==> src/scan_seq_defines.vh <==
// Purpose: Shared constants for the scan-mode sequencer
// Assumes: Included by the sequencer top and nothing else needs more
// Notes: Register offsets are word indices on the plain register port
`ifndef SCAN_SEQ_DEFINES_VH
`define SCAN_SEQ_DEFINES_VH

// Control word layout (16-bit frame, MSB first)
`define FRAME_BITS 5'h10
`define CW_REGSEL 15
`define CW_SCAN_HI 14
`define CW_SCAN_LO 11
`define CW_SEL_HI 10
`define CW_SEL_LO 7

// Scan-mode codes
`define SCAN_MANUAL 4'h1
`define SCAN_STD_EXT 4'h4
`define SCAN_UPPER_INT 4'h5
`define SCAN_UPPER_EXT 4'h6
`define SCAN_CUSTOM_INT 4'h7
`define SCAN_CUSTOM_EXT 4'h8
`define SCAN_PATTERN 4'h9

// Reset values
`define MODE_RESET 4'h1
`define SEL_CODE_RESET 4'h0
`define MASK_RESET 16'h0001
`define PLEN_RESET 8'h00

// Register indices
`define REG_CTRL 4'h0
`define REG_MASK 4'h1
`define REG_PLEN 4'h2
`define REG_PWRITE 4'h3
`define REG_STATUS 4'h4

// Field positions and top channels
`define CTRL_EIGHT 0
`define CTRL_AVG 1
`define TOP_16 4'hF
`define TOP_8 4'h7

`endif

==> src/pin_sync.v <==
// Purpose: Two-flop synchroniser with a third stage for edge detection
// Assumes: Inputs are asynchronous to clk
// Notes: Only the second and third stages are visible outside
module pin_sync #(
  parameter W = 3,
  parameter [W-1:0] INIT = {W{1'b0}}
) (
  // Clock and reset
  input wire clk,
  input wire rst_n,
  // Pins in, synchronised levels out
  input wire [W-1:0] din,
  output reg [W-1:0] sync_q,
  output reg [W-1:0] prev_q
);
  reg [W-1:0] meta_q;

  // Metastable stage feeds only the second stage
  always @(posedge clk or negedge rst_n) begin
    if (!rst_n) begin
      meta_q <= INIT;
      sync_q <= INIT;
      prev_q <= INIT;
    end else begin
      meta_q <= din;
      sync_q <= meta_q;
      prev_q <= sync_q;
    end
  end
endmodule

==> src/scan_sequencer.v <==
// Purpose: Serial-controlled channel scan sequencer of a multichannel converter
// Assumes: SCLK and CS_N are slow pins sampled by MCLK; front end answers CONV_REQ
// Notes: Results leave as {channel, 12-bit data} words, one per frame
`include "scan_seq_defines.vh"
module scan_sequencer (
  // Clock and reset
  input wire MCLK,
  input wire RST_N,
  // Serial link
  input wire SCLK,
  input wire CS_N,
  input wire DIN,
  output wire DOUT,
  // Register port
  input wire [3:0] ADDR,
  input wire [31:0] WDATA,
  input wire WR,
  input wire RD,
  output reg [31:0] RDATA,
  // Conversion front end
  output reg CONV_REQ,
  output reg [3:0] CONV_CH,
  output reg CONV_AVG,
  input wire CONV_VALID,
  input wire [11:0] CONV_DATA
);
  localparam ST_IDLE = 1'b0;
  localparam ST_WAIT = 1'b1;

  wire [2:0] pins_s;
  wire [2:0] pins_p;
  reg [15:0] rx_q;
  reg [4:0] bits_q;
  reg [15:0] tx_sh_q;
  reg [15:0] tx_word_q;
  reg [3:0] mode_q;
  reg [3:0] sel_code_q;
  reg [3:0] pos_q;
  reg [7:0] idx_q;
  reg [15:0] mask_q;
  reg [7:0] plen_q;
  reg eight_q;
  reg avg_en_q;
  reg st_q;
  reg run_q;
  reg [4:0] wr_q;
  reg [4:0] rd_q;
  reg [15:0] res_buf [0:15];
  reg [3:0] pat_mem [0:255];

  // Unsigned channel number decode
  function [3:0] chan_of;
    input [3:0] code;
    begin
      chan_of = code;
    end
  endfunction

  // Codes that replace the mode; all others leave it standing
  function code_ok;
    input [3:0] code;
    begin
      code_ok = (code == `SCAN_MANUAL) || (code >= `SCAN_STD_EXT && code <= `SCAN_PATTERN);
    end
  endfunction

  function is_internal;
    input [3:0] m;
    begin
      is_internal = (m == `SCAN_UPPER_INT) || (m == `SCAN_CUSTOM_INT);
    end
  endfunction

  // Lowest enabled channel of the custom list
  function [3:0] low_bit;
    input [15:0] mask;
    integer i;
    begin
      low_bit = 4'h0;
      for (i = 15; i >= 0; i = i - 1) begin
        if (mask[i]) begin
          low_bit = i[3:0];
        end
      end
    end
  endfunction

  // First channel of a sequence
  function [3:0] first_ch;
    input [3:0] m;
    input [3:0] n;
    input [15:0] mask;
    begin
      case (m)
        `SCAN_STD_EXT: first_ch = 4'h0;
        `SCAN_UPPER_INT, `SCAN_UPPER_EXT: first_ch = n;
        `SCAN_CUSTOM_INT, `SCAN_CUSTOM_EXT: first_ch = low_bit(mask);
        default: first_ch = n;
      endcase
    end
  endfunction

  // Following channel; wraps to the first after the last
  function [3:0] next_ch;
    input [3:0] m;
    input [3:0] ch;
    input [3:0] n;
    input [15:0] mask;
    input [3:0] top;
    integer i;
    begin
      case (m)
        `SCAN_STD_EXT: next_ch = (ch >= n) ? 4'h0 : ch + 4'h1;
        `SCAN_UPPER_INT, `SCAN_UPPER_EXT: next_ch = (ch >= top) ? n : ch + 4'h1;
        `SCAN_CUSTOM_INT, `SCAN_CUSTOM_EXT: begin
          next_ch = low_bit(mask);
          for (i = 15; i >= 0; i = i - 1) begin
            if (mask[i] && i[3:0] > ch) begin
              next_ch = i[3:0];
            end
          end
        end
        default: next_ch = ch;
      endcase
    end
  endfunction

  pin_sync #(.W(3), .INIT(3'h2)) u_sync (
    .clk(MCLK),
    .rst_n(RST_N),
    .din({SCLK, CS_N, DIN}),
    .sync_q(pins_s),
    .prev_q(pins_p)
  );

  wire sclk_rise = pins_s[2] & ~pins_p[2] & ~pins_s[1];
  wire sclk_fall = ~pins_s[2] & pins_p[2] & ~pins_s[1];
  wire frame_start = ~pins_s[1] & pins_p[1];
  wire frame_end = pins_s[1] & ~pins_p[1];
  wire [3:0] top = eight_q ? `TOP_8 : `TOP_16;

  // Command taken only from a full mode-control frame
  wire take = frame_end && (bits_q >= `FRAME_BITS) && !rx_q[`CW_REGSEL] &&
    code_ok(rx_q[`CW_SCAN_HI:`CW_SCAN_LO]);
  wire [3:0] mode_n = take ? rx_q[`CW_SCAN_HI:`CW_SCAN_LO] : mode_q;
  wire [3:0] sel_code_n = take ? chan_of(rx_q[`CW_SEL_HI:`CW_SEL_LO]) : sel_code_q;
  wire [3:0] pos_now = take ? first_ch(mode_n, sel_code_n, mask_q) : pos_q;
  wire [7:0] idx_now = take ? 8'h00 : idx_q;
  wire buf_empty = (rd_q == wr_q);
  wire last_conv = next_ch(mode_q, CONV_CH, sel_code_q, mask_q, top) <= CONV_CH;

  // Serial shifter; DOUT changes on falling SCLK, DIN taken on rising
  always @(posedge MCLK or negedge RST_N) begin
    if (!RST_N) begin
      rx_q <= 16'h0000;
      bits_q <= 5'h00;
      tx_sh_q <= 16'h0000;
    end else if (frame_start) begin
      bits_q <= 5'h00;
      tx_sh_q <= tx_word_q;
    end else begin
      if (sclk_rise) begin
        rx_q <= {rx_q[14:0], pins_s[0]};
        if (bits_q < `FRAME_BITS) begin
          bits_q <= bits_q + 5'h01;
        end
      end
      if (sclk_fall) begin
        tx_sh_q <= {tx_sh_q[14:0], 1'b0};
      end
    end
  end

  assign DOUT = tx_sh_q[15];

  // Pattern entries are loaded by software; no reset needed
  always @(posedge MCLK) begin
    if (WR && ADDR == `REG_PWRITE) begin
      pat_mem[WDATA[7:0]] <= WDATA[11:8];
    end
  end

  // Register writes and read data one cycle later
  always @(posedge MCLK or negedge RST_N) begin
    if (!RST_N) begin
      eight_q <= 1'b0;
      avg_en_q <= 1'b0;
      mask_q <= `MASK_RESET;
      plen_q <= `PLEN_RESET;
      RDATA <= 32'h00000000;
    end else begin
      if (WR && ADDR == `REG_CTRL) begin
        eight_q <= WDATA[`CTRL_EIGHT];
        avg_en_q <= WDATA[`CTRL_AVG];
      end
      if (WR && ADDR == `REG_MASK) begin
        mask_q <= WDATA[15:0];
      end
      if (WR && ADDR == `REG_PLEN) begin
        plen_q <= WDATA[7:0];
      end
      RDATA <= 32'h00000000;
      if (RD) begin
        case (ADDR)
          `REG_CTRL: RDATA <= {30'h0, avg_en_q, eight_q};
          `REG_MASK: RDATA <= {16'h0000, mask_q};
          `REG_PLEN: RDATA <= {24'h000000, plen_q};
          `REG_STATUS: RDATA <= {13'h0, st_q, run_q, wr_q - rd_q,
            CONV_CH, sel_code_q, mode_q};
          default: RDATA <= 32'h00000000;
        endcase
      end
    end
  end

  // Mode state, frame actions and conversion handshake
  always @(posedge MCLK or negedge RST_N) begin
    if (!RST_N) begin
      mode_q <= `MODE_RESET;
      sel_code_q <= `SEL_CODE_RESET;
      pos_q <= 4'h0;
      idx_q <= 8'h00;
      st_q <= ST_IDLE;
      run_q <= 1'b0;
      wr_q <= 5'h00;
      rd_q <= 5'h00;
      tx_word_q <= 16'h0000;
      CONV_REQ <= 1'b0;
      CONV_CH <= 4'h0;
      CONV_AVG <= 1'b0;
    end else begin
      CONV_REQ <= 1'b0;
      if (frame_end) begin
        mode_q <= mode_n;
        sel_code_q <= sel_code_n;
      end
      case (st_q)
        ST_IDLE: begin
          if (frame_end) begin
            if (mode_n == `SCAN_MANUAL) begin
              CONV_CH <= sel_code_n;
              CONV_AVG <= 1'b0;
              CONV_REQ <= 1'b1;
              st_q <= ST_WAIT;
            end else if (mode_n == `SCAN_PATTERN) begin
              CONV_CH <= pat_mem[idx_now];
              CONV_AVG <= 1'b0;
              CONV_REQ <= 1'b1;
              st_q <= ST_WAIT;
              idx_q <= (idx_now >= plen_q) ? 8'h00 : idx_now + 8'h01;
            end else if (is_internal(mode_n)) begin
              if (!take && !buf_empty) begin
                tx_word_q <= res_buf[rd_q[3:0]];
                rd_q <= rd_q + 5'h01;
              end else begin
                CONV_CH <= first_ch(mode_n, sel_code_n, mask_q);
                CONV_AVG <= avg_en_q;
                CONV_REQ <= 1'b1;
                run_q <= 1'b1;
                wr_q <= 5'h00;
                rd_q <= 5'h00;
                st_q <= ST_WAIT;
              end
            end else begin
              CONV_CH <= pos_now;
              CONV_AVG <= 1'b0;
              CONV_REQ <= 1'b1;
              st_q <= ST_WAIT;
              pos_q <= next_ch(mode_n, pos_now, sel_code_n, mask_q, top);
            end
          end
        end
        ST_WAIT: begin
          if (CONV_VALID) begin
            if (run_q) begin
              res_buf[wr_q[3:0]] <= {CONV_CH, CONV_DATA};
              wr_q <= wr_q + 5'h01;
              if (last_conv || wr_q >= 5'h0F) begin
                run_q <= 1'b0;
                st_q <= ST_IDLE;
              end else begin
                CONV_CH <= next_ch(mode_q, CONV_CH, sel_code_q, mask_q, top);
                CONV_REQ <= 1'b1;
              end
            end else begin
              tx_word_q <= {CONV_CH, CONV_DATA};
              st_q <= ST_IDLE;
            end
          end
        end
        default: st_q <= ST_IDLE;
      endcase
    end
  end
endmodule

==> config.mk <==
export PLATFORM = sky130hd
export DESIGN_NAME = scan_sequencer
export DESIGN_NICKNAME = d
export VERILOG_FILES = /design/src/pin_sync.v /design/src/scan_sequencer.v
export VERILOG_INCLUDE_DIRS = /design/src /design/src/src
export SDC_FILE = /design/constraint.sdc
export NUM_CORES = 2
export LEC_CHECK = 0
export BUFFER_PORTS_ARGS = -buffer_cell sky130_fd_sc_hd__buf_2
export CAP_MARGIN = 20
export CORE_AREA = 2 2 392 394
export CTS_CLUSTER_SIZE = 10
export DETAILED_ROUTE_END_ITERATION = 16
export DIE_AREA = 0 0 394 396
export PLACE_DENSITY = 0.61
export SLEW_MARGIN = 20
export SYNTH_ARGS = -nofsm -noshare
export SYNTH_HDL_FRONTEND = slang
export SYNTH_SLANG_ARGS = --single-unit
==> constraint.sdc <==
create_clock -name MCLK -period 6.17 [get_ports MCLK]
set_clock_uncertainty 0.1 [all_clocks]
set_input_delay 0.3085 -clock MCLK [delete_from_list [all_inputs] [get_ports MCLK]]
set_output_delay 0.3085 -clock MCLK [all_outputs]
set_load 0.05 [all_outputs]
==> Word level (Yosys, flattened, before mapping) <==
Memory sizes are Yosys's and may differ from the RTL's.
Cells that the tools add are included.
{ "totals": {"elab_cells": 308, "memories": 2, "reg_bits": 158, "ramBits": 1280, "in_bits": 56, "output_inout_bits": 39, "mem_bits_ro": 0, "latch_bits": 0} }
{ "memory_table": {"columns": ["name", "words", "width", "rd", "rd_clocked_by_memory_dff", "wr", "line_no", "source"], "rows": [
  ["pat_mem", 256, 4, 1, 0, 1, "scan_sequencer.v:49", "reg [3:0] pat_mem [0:255];"],
  ["res_buf", 16, 16, 1, 0, 1, "scan_sequencer.v:48", "reg [15:0] res_buf [0:15];"]
]} }
{ "op_classes": {"bitwise": 15, "order_cmp": 43, "add_sub_neg": 7, "n_shift": 0, "reduce_logical": 66, "n_mul": 0, "n_div": 0, "n_mux": 122, "n_eq_ne": 30} }
{ "ops": {"columns": ["cell", "count"], "rows": [
  ["two-way mux 4 bit", 64],
  ["two-way mux 16 bit", 9],
  ["one-hot mux 19 bit (4 select lines)", 1],
  ["> comparator 4 bit, first input constant", 16],
  ["two-way mux 5 bit", 11],
  ["logical AND 1 bit", 42],
  ["== test 4 x 3 -> 1 bit, second input constant", 9],
  ["> comparator 3 x 4 -> 1 bit, first input constant", 8],
  ["one-hot mux 16 bit (2 select lines)", 1],
  ["two-way mux 1 bit", 25],
  ["one-hot mux 4 bit (3 select lines)", 2],
  ["two-way mux 19 bit", 1],
  ["!= test 2 bit, second input constant", 9],
  ["greater-or-equal comparator 4 bit", 4],
  ["> comparator 1 x 4 -> 1 bit, first input constant", 4],
  ["> comparator 2 x 4 -> 1 bit, first input constant", 4],
  ["two-way mux 8 bit", 2],
  ["one-hot mux 4 bit (2 select lines)", 2],
  ["adder 5 x 1 -> 5 bit, second input constant", 3],
  ["AND reduction 5 bit", 3],
  ["AND reduction 7 bit", 2],
  ["== test 4 x 1 -> 1 bit, second input constant", 3],
  ["== test 4 bit, second input constant", 3],
  ["one-hot mux 5 bit (2 select lines)", 1],
  ["other kinds (27)", 54]
]} }

==> Logic depth before layout (Yosys ltp) <==
{ "logic_depth": {"depth_word": 39, "ltp_mapped": 23, "ltp_nobuf": 22} }

==> Cells and area by module <==
Synthesis repeated with hierarchy kept, for this count alone.
{ "unflattened": {"cells_unflattened": 4134, "area_unflattened_um2": 59723.5} }
{ "modules_own_cells": {"columns": ["mod", "cells_per_inst", "area_each_um2", "n_inst"], "rows": [
  ["scan_sequencer", 4125, 59494.6, 1],
  ["pin_sync", 9, 229.0, 1]
]} }

==> Worst setup path before layout <==
Ideal clock, no wire load.
{ "synth_path": {"kind": "reg-to-reg", "start": "register u_sync.sync_q[1]", "end": "register idx_q[7]", "stages_incl_launch_ff": 19, "path_buffers": 4, "t_required_ns": 5.988, "setup_time_ns": 0.082, "arrival_ns": 4.271, "setup_slack_ns": 1.717, "path_cell_list": "dfstp_2 and4bb_1 buf_4 o211ai_4 nand2_4 buf_2 buf_1 clkbuf_1 ha_1 nand2b_1 a21o_1 a21o_1 a21o_1 a21o_1 a21o_1 a21o_1 a211oi_4 or3b_1 a31oi_1"} }
{ "synth_between": {"elab_chain_len": 8, "elab_cells_between_ends": 13, "classes_between": "add/sub: 1; order compare: 1; eq/ne: 2; mux: 3; bitwise: 2; reduce/logical: 4"} }
{ "synth_lines": {"columns": ["item", "line_no", "source"], "rows": [
  ["start, declared", "pin_sync.v:13", "output reg [W-1:0] sync_q,"],
  ["start signal, assigned", "pin_sync.v:26", "sync_q <= meta_q;"],
  ["AND 1 bit (*)", "scan_sequencer.v:139", "wire frame_end = pins_s[1] & ~pins_p[1];"],
  ["parallel branches: the longest is 7 deep, another holds adder 8 x 1 -> 8 bit", null, null],
  ["end signal, assigned", "scan_sequencer.v:250", "idx_q <= (idx_now >= plen_q) ? 8'h00 : idx_now + 8'h01;"],
  ["end, declared", "scan_sequencer.v:39", "reg [7:0] idx_q;"]
]} }
Every way passes the cells marked *.
A chain may end at the register's enable or synchronous reset.

==> Final worst setup path <==
{ "layout_path": {"start": "register rx_q[13]", "end": "register CONV_CH[3]"} }
{ "layout_between": {"elab_chain_len": 14, "elab_cells_between_ends": 30, "classes_between": "order compare: 2; eq/ne: 8; mux: 11; reduce/logical: 8; memory: 1"} }
{ "layout_lines": {"columns": ["item", "line_no", "source"], "rows": [
  ["start, declared", "scan_sequencer.v:32", "reg [15:0] rx_q;"],
  ["start signal, assigned", "scan_sequencer.v:163", "rx_q <= {rx_q[14:0], pins_s[0]};"],
  ["parallel branches: the longest is 14 deep, another holds greater-or-equal comparator 4 x 3 -> 1 bit", null, null],
  ["end signal, assigned", "scan_sequencer.v:241", "CONV_CH <= sel_code_n;"],
  ["end signal, assigned", "scan_sequencer.v:246", "CONV_CH <= pat_mem[idx_now];"],
  ["end signal, assigned", "scan_sequencer.v:256", "CONV_CH <= first_ch(mode_n, sel_code_n, mask_q);"],
  ["end, declared", "scan_sequencer.v:22", "output reg [3:0] CONV_CH,"]
]} }
Parallel ways; which one is timed is not known. The select of a mux whose other input is x is not followed.

==> run_results.csv <==
group,metric,value,unit
detailed_routing,ant_nets,0,
critical_path,r2r_cells,13,
timing,timing.fmax,188.8,MHz
cts,cts_tree,"done",
hold_path,hp-start,"SCLK",
detailed_routing,drt-met1-wl,71870,um
global_routing,grt_pass1_vias,37840,
critical_path,critPathMaxFanout,29,
hold_path,hold_end,"u_sync.meta_q[2]",
global_routing,antenna_found_initial,5,
critical_path,worst-path-buf-inv,3,
placement,numPortBuffers,65,
detailed_routing,wl_per_cell,27.64,um
timing,hold_violations,0,
synthesis,ys_seq_elements,1424,
synthesis,synthArstFlopShare,10.11,%
cts,cts.htree.levels,4,
pwr,p_per_area,301.1,nW/um^2
die,start_util,39.91,%
cts,clkSinkCount,1424,
detailed_routing,drt_iter0_markers,4831,
cts,cts_max_path_buffers,3,
global_routing,grt_pass1_wl,261900,um
synthesis,syn_avg_cell_area,14.19,sq um
cts,clkLatencyLatePin,810,ps
synthesis,yosysWarnings,0,
detailed_routing,dr.pass1.iters,8,
critical_path,path_cells,"nand2_1, o211a_4, nor3_4, buf_4, o311ai_1, nand3_1, o311ai_1, a2111oi_0, buf_4, nor4_1, nor4_1, buf_4, o22ai_1",
placement,dp.cells,6181,
global_routing,grt_usage,22.57,%
timing,min_period,5297,ps
detailed_routing,drc_errors,0,
flow_run,cap_viol_max_count,0,
timing,slew_headroom,18.64,%
cts,cts_setup_buffers,0,
critical_path,worstSetupStartpointType,"flop",
detailed_routing,drt-total-wl,178900,um
critical_path,crit_path_frequent_cell,"buf_4",
critical_path,slowest_delay,870,ps
timing,rsz0062_at_grt,"false",
timing,drv_slew,0,
critical_path,required,6760,ps
detailed_routing,dr.max_layer_used,"met5",
detailed_routing,wl_met3,15900,um
pwr,power,20.63,mW
cts,path_clk_slew,60,ps
critical_path,rr_endpoint,"CONV_CH[3]",
placement,dp_hpwl,106500,um
timing,setup_viol_count_final,0,
detailed_routing,vias_per_cell,6.005,
pwr,p_leak,22.23,nW
cells_and_area,drive_gt1_share,14.68,%
critical_path,r2r_setup_slack,870,ps
timing,tns,0,ps
hold_path,hold_depth,2,
detailed_routing,dr_total_vias,38860,
placement,gp_congestion,0.8997,
die,io_pins,95,
synthesis,ys.flop_type,"edfxtp_1",
critical_path,cp_num_cells,13,
timing,tightest_slew,1220,ps
synthesis,syn_inst,4263,
global_routing,gr-total-overflow,0,
cts,numCtsBuffers,163,
critical_path,reg2reg_from,"rx_q[13]",
critical_path,arrival,5880,ps
cells_and_area,finalNonFillerCells,6472,
detailed_routing,wl_met2,84140,um
die,die_w,394,um
die,die-area,156000,sq um
cells_and_area,n_antenna_cell,0,
critical_path,crit_type,"reg -> reg",
hold_path,hp-class,"in -> reg",
pwr,ir_drop,0.2862,mV
critical_path,worstSetupEndpointType,"flop",
synthesis,ys_seq_area_share,69.52,%
status,outcome,"completed",
cts,cts-root-buf,"clkbuf_16",
cells_and_area,nets,4456,
synthesis,ys_types,108,
global_routing,grt_max_degree,222,
critical_path,path_delay_family,"compound AO/OA/AOI/OAI gates",
timing,fin_crit_sh,85.86,%
synthesis,netlist_area,60480,sq um
die,rows,143,
cells_and_area,area_growth,13.28,%
critical_path,cpMaxStageDelayCell,"a2111oi_0",
die,die_h,396,um
synthesis,synth_edf_count,1280,
die,fp.coreArea,151500,sq um
-- power by group --
| part | switching (mW) | internal [mW] |
|---|---|---|
| registers | 0.180 | 10.7 |
| logic | 0.620 | 0.298 |
| clock network | 3.83 | 5.03 |
-- per-stage QoR --
step / hold WS, ps / setup WS, ps / util, % / instance area [sq um]
detailed placement: 246.5 / 913.0 / 41.75 / 63270
finish: 69.95 / 872.6 / 45.21 / 68510
global route: 47.89 / 696.2 / 45.21 / 68510
global placement: 248.9 / 874.4 / 41.75 / 63270
CTS: 15.35 / 925.0 / 45.19 / 68480
floorplan: -87.09 / 1717 / - / 60520
-- synth_stat cells (all sizes together) (23+ instances only) --
master | instances | share of area (%)
a21oi | 96 | 0.80
mux2i | 137 | 2.3
o21ai | 142 | 1.2
inv | 75 | 0.47
o311ai | 28 | 0.41
a211oi | 98 | 1.2
o211ai | 53 | 0.68
nand3 | 138 | 1.2
o22ai | 24 | 0.25
nor3 | 36 | 0.31
edfxtp | 1280 | 64
mux2 | 89 | 1.7
clkbuf | 149 | 0.92
nor2 | 421 | 2.6
nand4 | 23 | 0.24
o221ai | 66 | 0.96
ha | 40 | 0.83
a311oi | 27 | 0.39
a22oi | 23 | 0.29
buf | 162 | 1.4
nand2 | 432 | 2.7
nor2b | 40 | 0.41
dfrtp | 139 | 5.8
mux4 | 94 | 3.5
a31oi | 84 | 0.87
and3 | 79 | 0.82
-- placed cells by master (no fill, tap or decap), types with 13 or more instances in the layout --
| master | netlist | layout |
|---|---|---|
| a22oi_1 | 22 | 22 |
| o311ai_0 | 20 | 20 |
| edfxtp_1 | 1280 | 1280 |
| a211oi_1 | 97 | 97 |
| mux4_2 | 94 | 94 |
| o211ai_1 | 52 | 52 |
| clkbuf_16 | 0 | 164 |
| mux2i_1 | 137 | 137 |
| clkbuf_1 | 149 | 61 |
| o22ai_1 | 24 | 23 |
| nor2_2 | 1 | 15 |
| nand2b_1 | 20 | 20 |
| a31oi_1 | 84 | 84 |
| nand4_1 | 23 | 23 |
| conb_1 | 1 | 13 |
| dfrtp_1 | 139 | 135 |
| nand3_1 | 137 | 137 |
| buf_4 | 23 | 107 |
| buf_12 | 0 | 15 |
| o21ai_0 | 133 | 133 |
| o221ai_1 | 66 | 66 |
| and3_1 | 79 | 79 |
| nor2_1 | 420 | 406 |
| a221oi_1 | 19 | 19 |
| nor3_1 | 34 | 29 |
| buf_2 | 108 | 60 |
| a221o_1 | 15 | 15 |
| a21oi_1 | 95 | 95 |
| inv_1 | 69 | 67 |
| a21o_1 | 19 | 19 |
| nand2_1 | 427 | 418 |
| ha_1 | 40 | 40 |
| dlygate4sd3_1 | 0 | 41 |
| a311oi_1 | 27 | 27 |
| mux2_2 | 89 | 89 |
| a2111oi_0 | 16 | 14 |
| nor2b_1 | 40 | 40 |
-- worst max-delay path by stage --
stage | startpoint | to | slack [ps]
6_report | rx_q[13] | CONV_CH[3] | 870
5_1_grt | CONV_CH[0] | CONV_CH[0] | 700
4_1_cts | rx_q[11] | CONV_CH[3] | 930
3_5_place_dp | rx_q[11] | CONV_CH[3] | 910
3_3_place_gp | rx_q[11] | CONV_CH[3] | 870
2_1_floorplan | u_sync.sync_q[1] | idx_q[7] | 1720
-- registers in the layout, summed over array words and instances, names as in the netlist, 2 cells and up --
register,count
u_sync.meta_q,3
RDATA,19
plen_q,8
rd_q,5
pos_q,4
rx_q,16
CONV_CH,4
mode_q,4
bits_q,5
sel_code_q,4
u_sync.sync_q,3
pat_mem,1024
wr_q,5
idx_q,8
tx_word_q,16
u_sync.prev_q,2
tx_sh_q,16
mask_q,16
res_buf,256
-- cell families (layout without fill, tap and decap cells) --
logic type	Yosys count	count (layout)	share of synthesized area [%]
compound gates	834	834	10.05
xor+xnor	11	11	0.1593
fa+ha+maj	42	42	0.8772
buf+inv	387	554	2.772
flops	1424	1424	69.52
mux	320	320	7.425
other cells	1	13	0.006200
simple gates	1244	1244	9.185
-- timing repair --
item | in CTS | in global routing
endpoints found under the hold margin | 559 | 0
gates resized for setup | 0 | 0
hold buffers | 42 | 0
-- area by class of cell --
type	instances	area [sq um]
Clock inverter	22	427.9
Fill cell	13360	83040
Multi-Input combinational cell	2464	16930
Clock buffer	226	4347
Tap cell	2030	2540
Timing Repair Buffer	230	1909
Sequential cell	1424	42060
Inverter	76	297.8
-- routing by layer --
metal  GRT usage [%]  up-vias
li1                -    16690
met1           30.39    19730
met2           36.24     2022
met3           4.282      414
met4           8.771        4
met5               0        -
No activity file was read; power rests on OpenSTA's default activity.
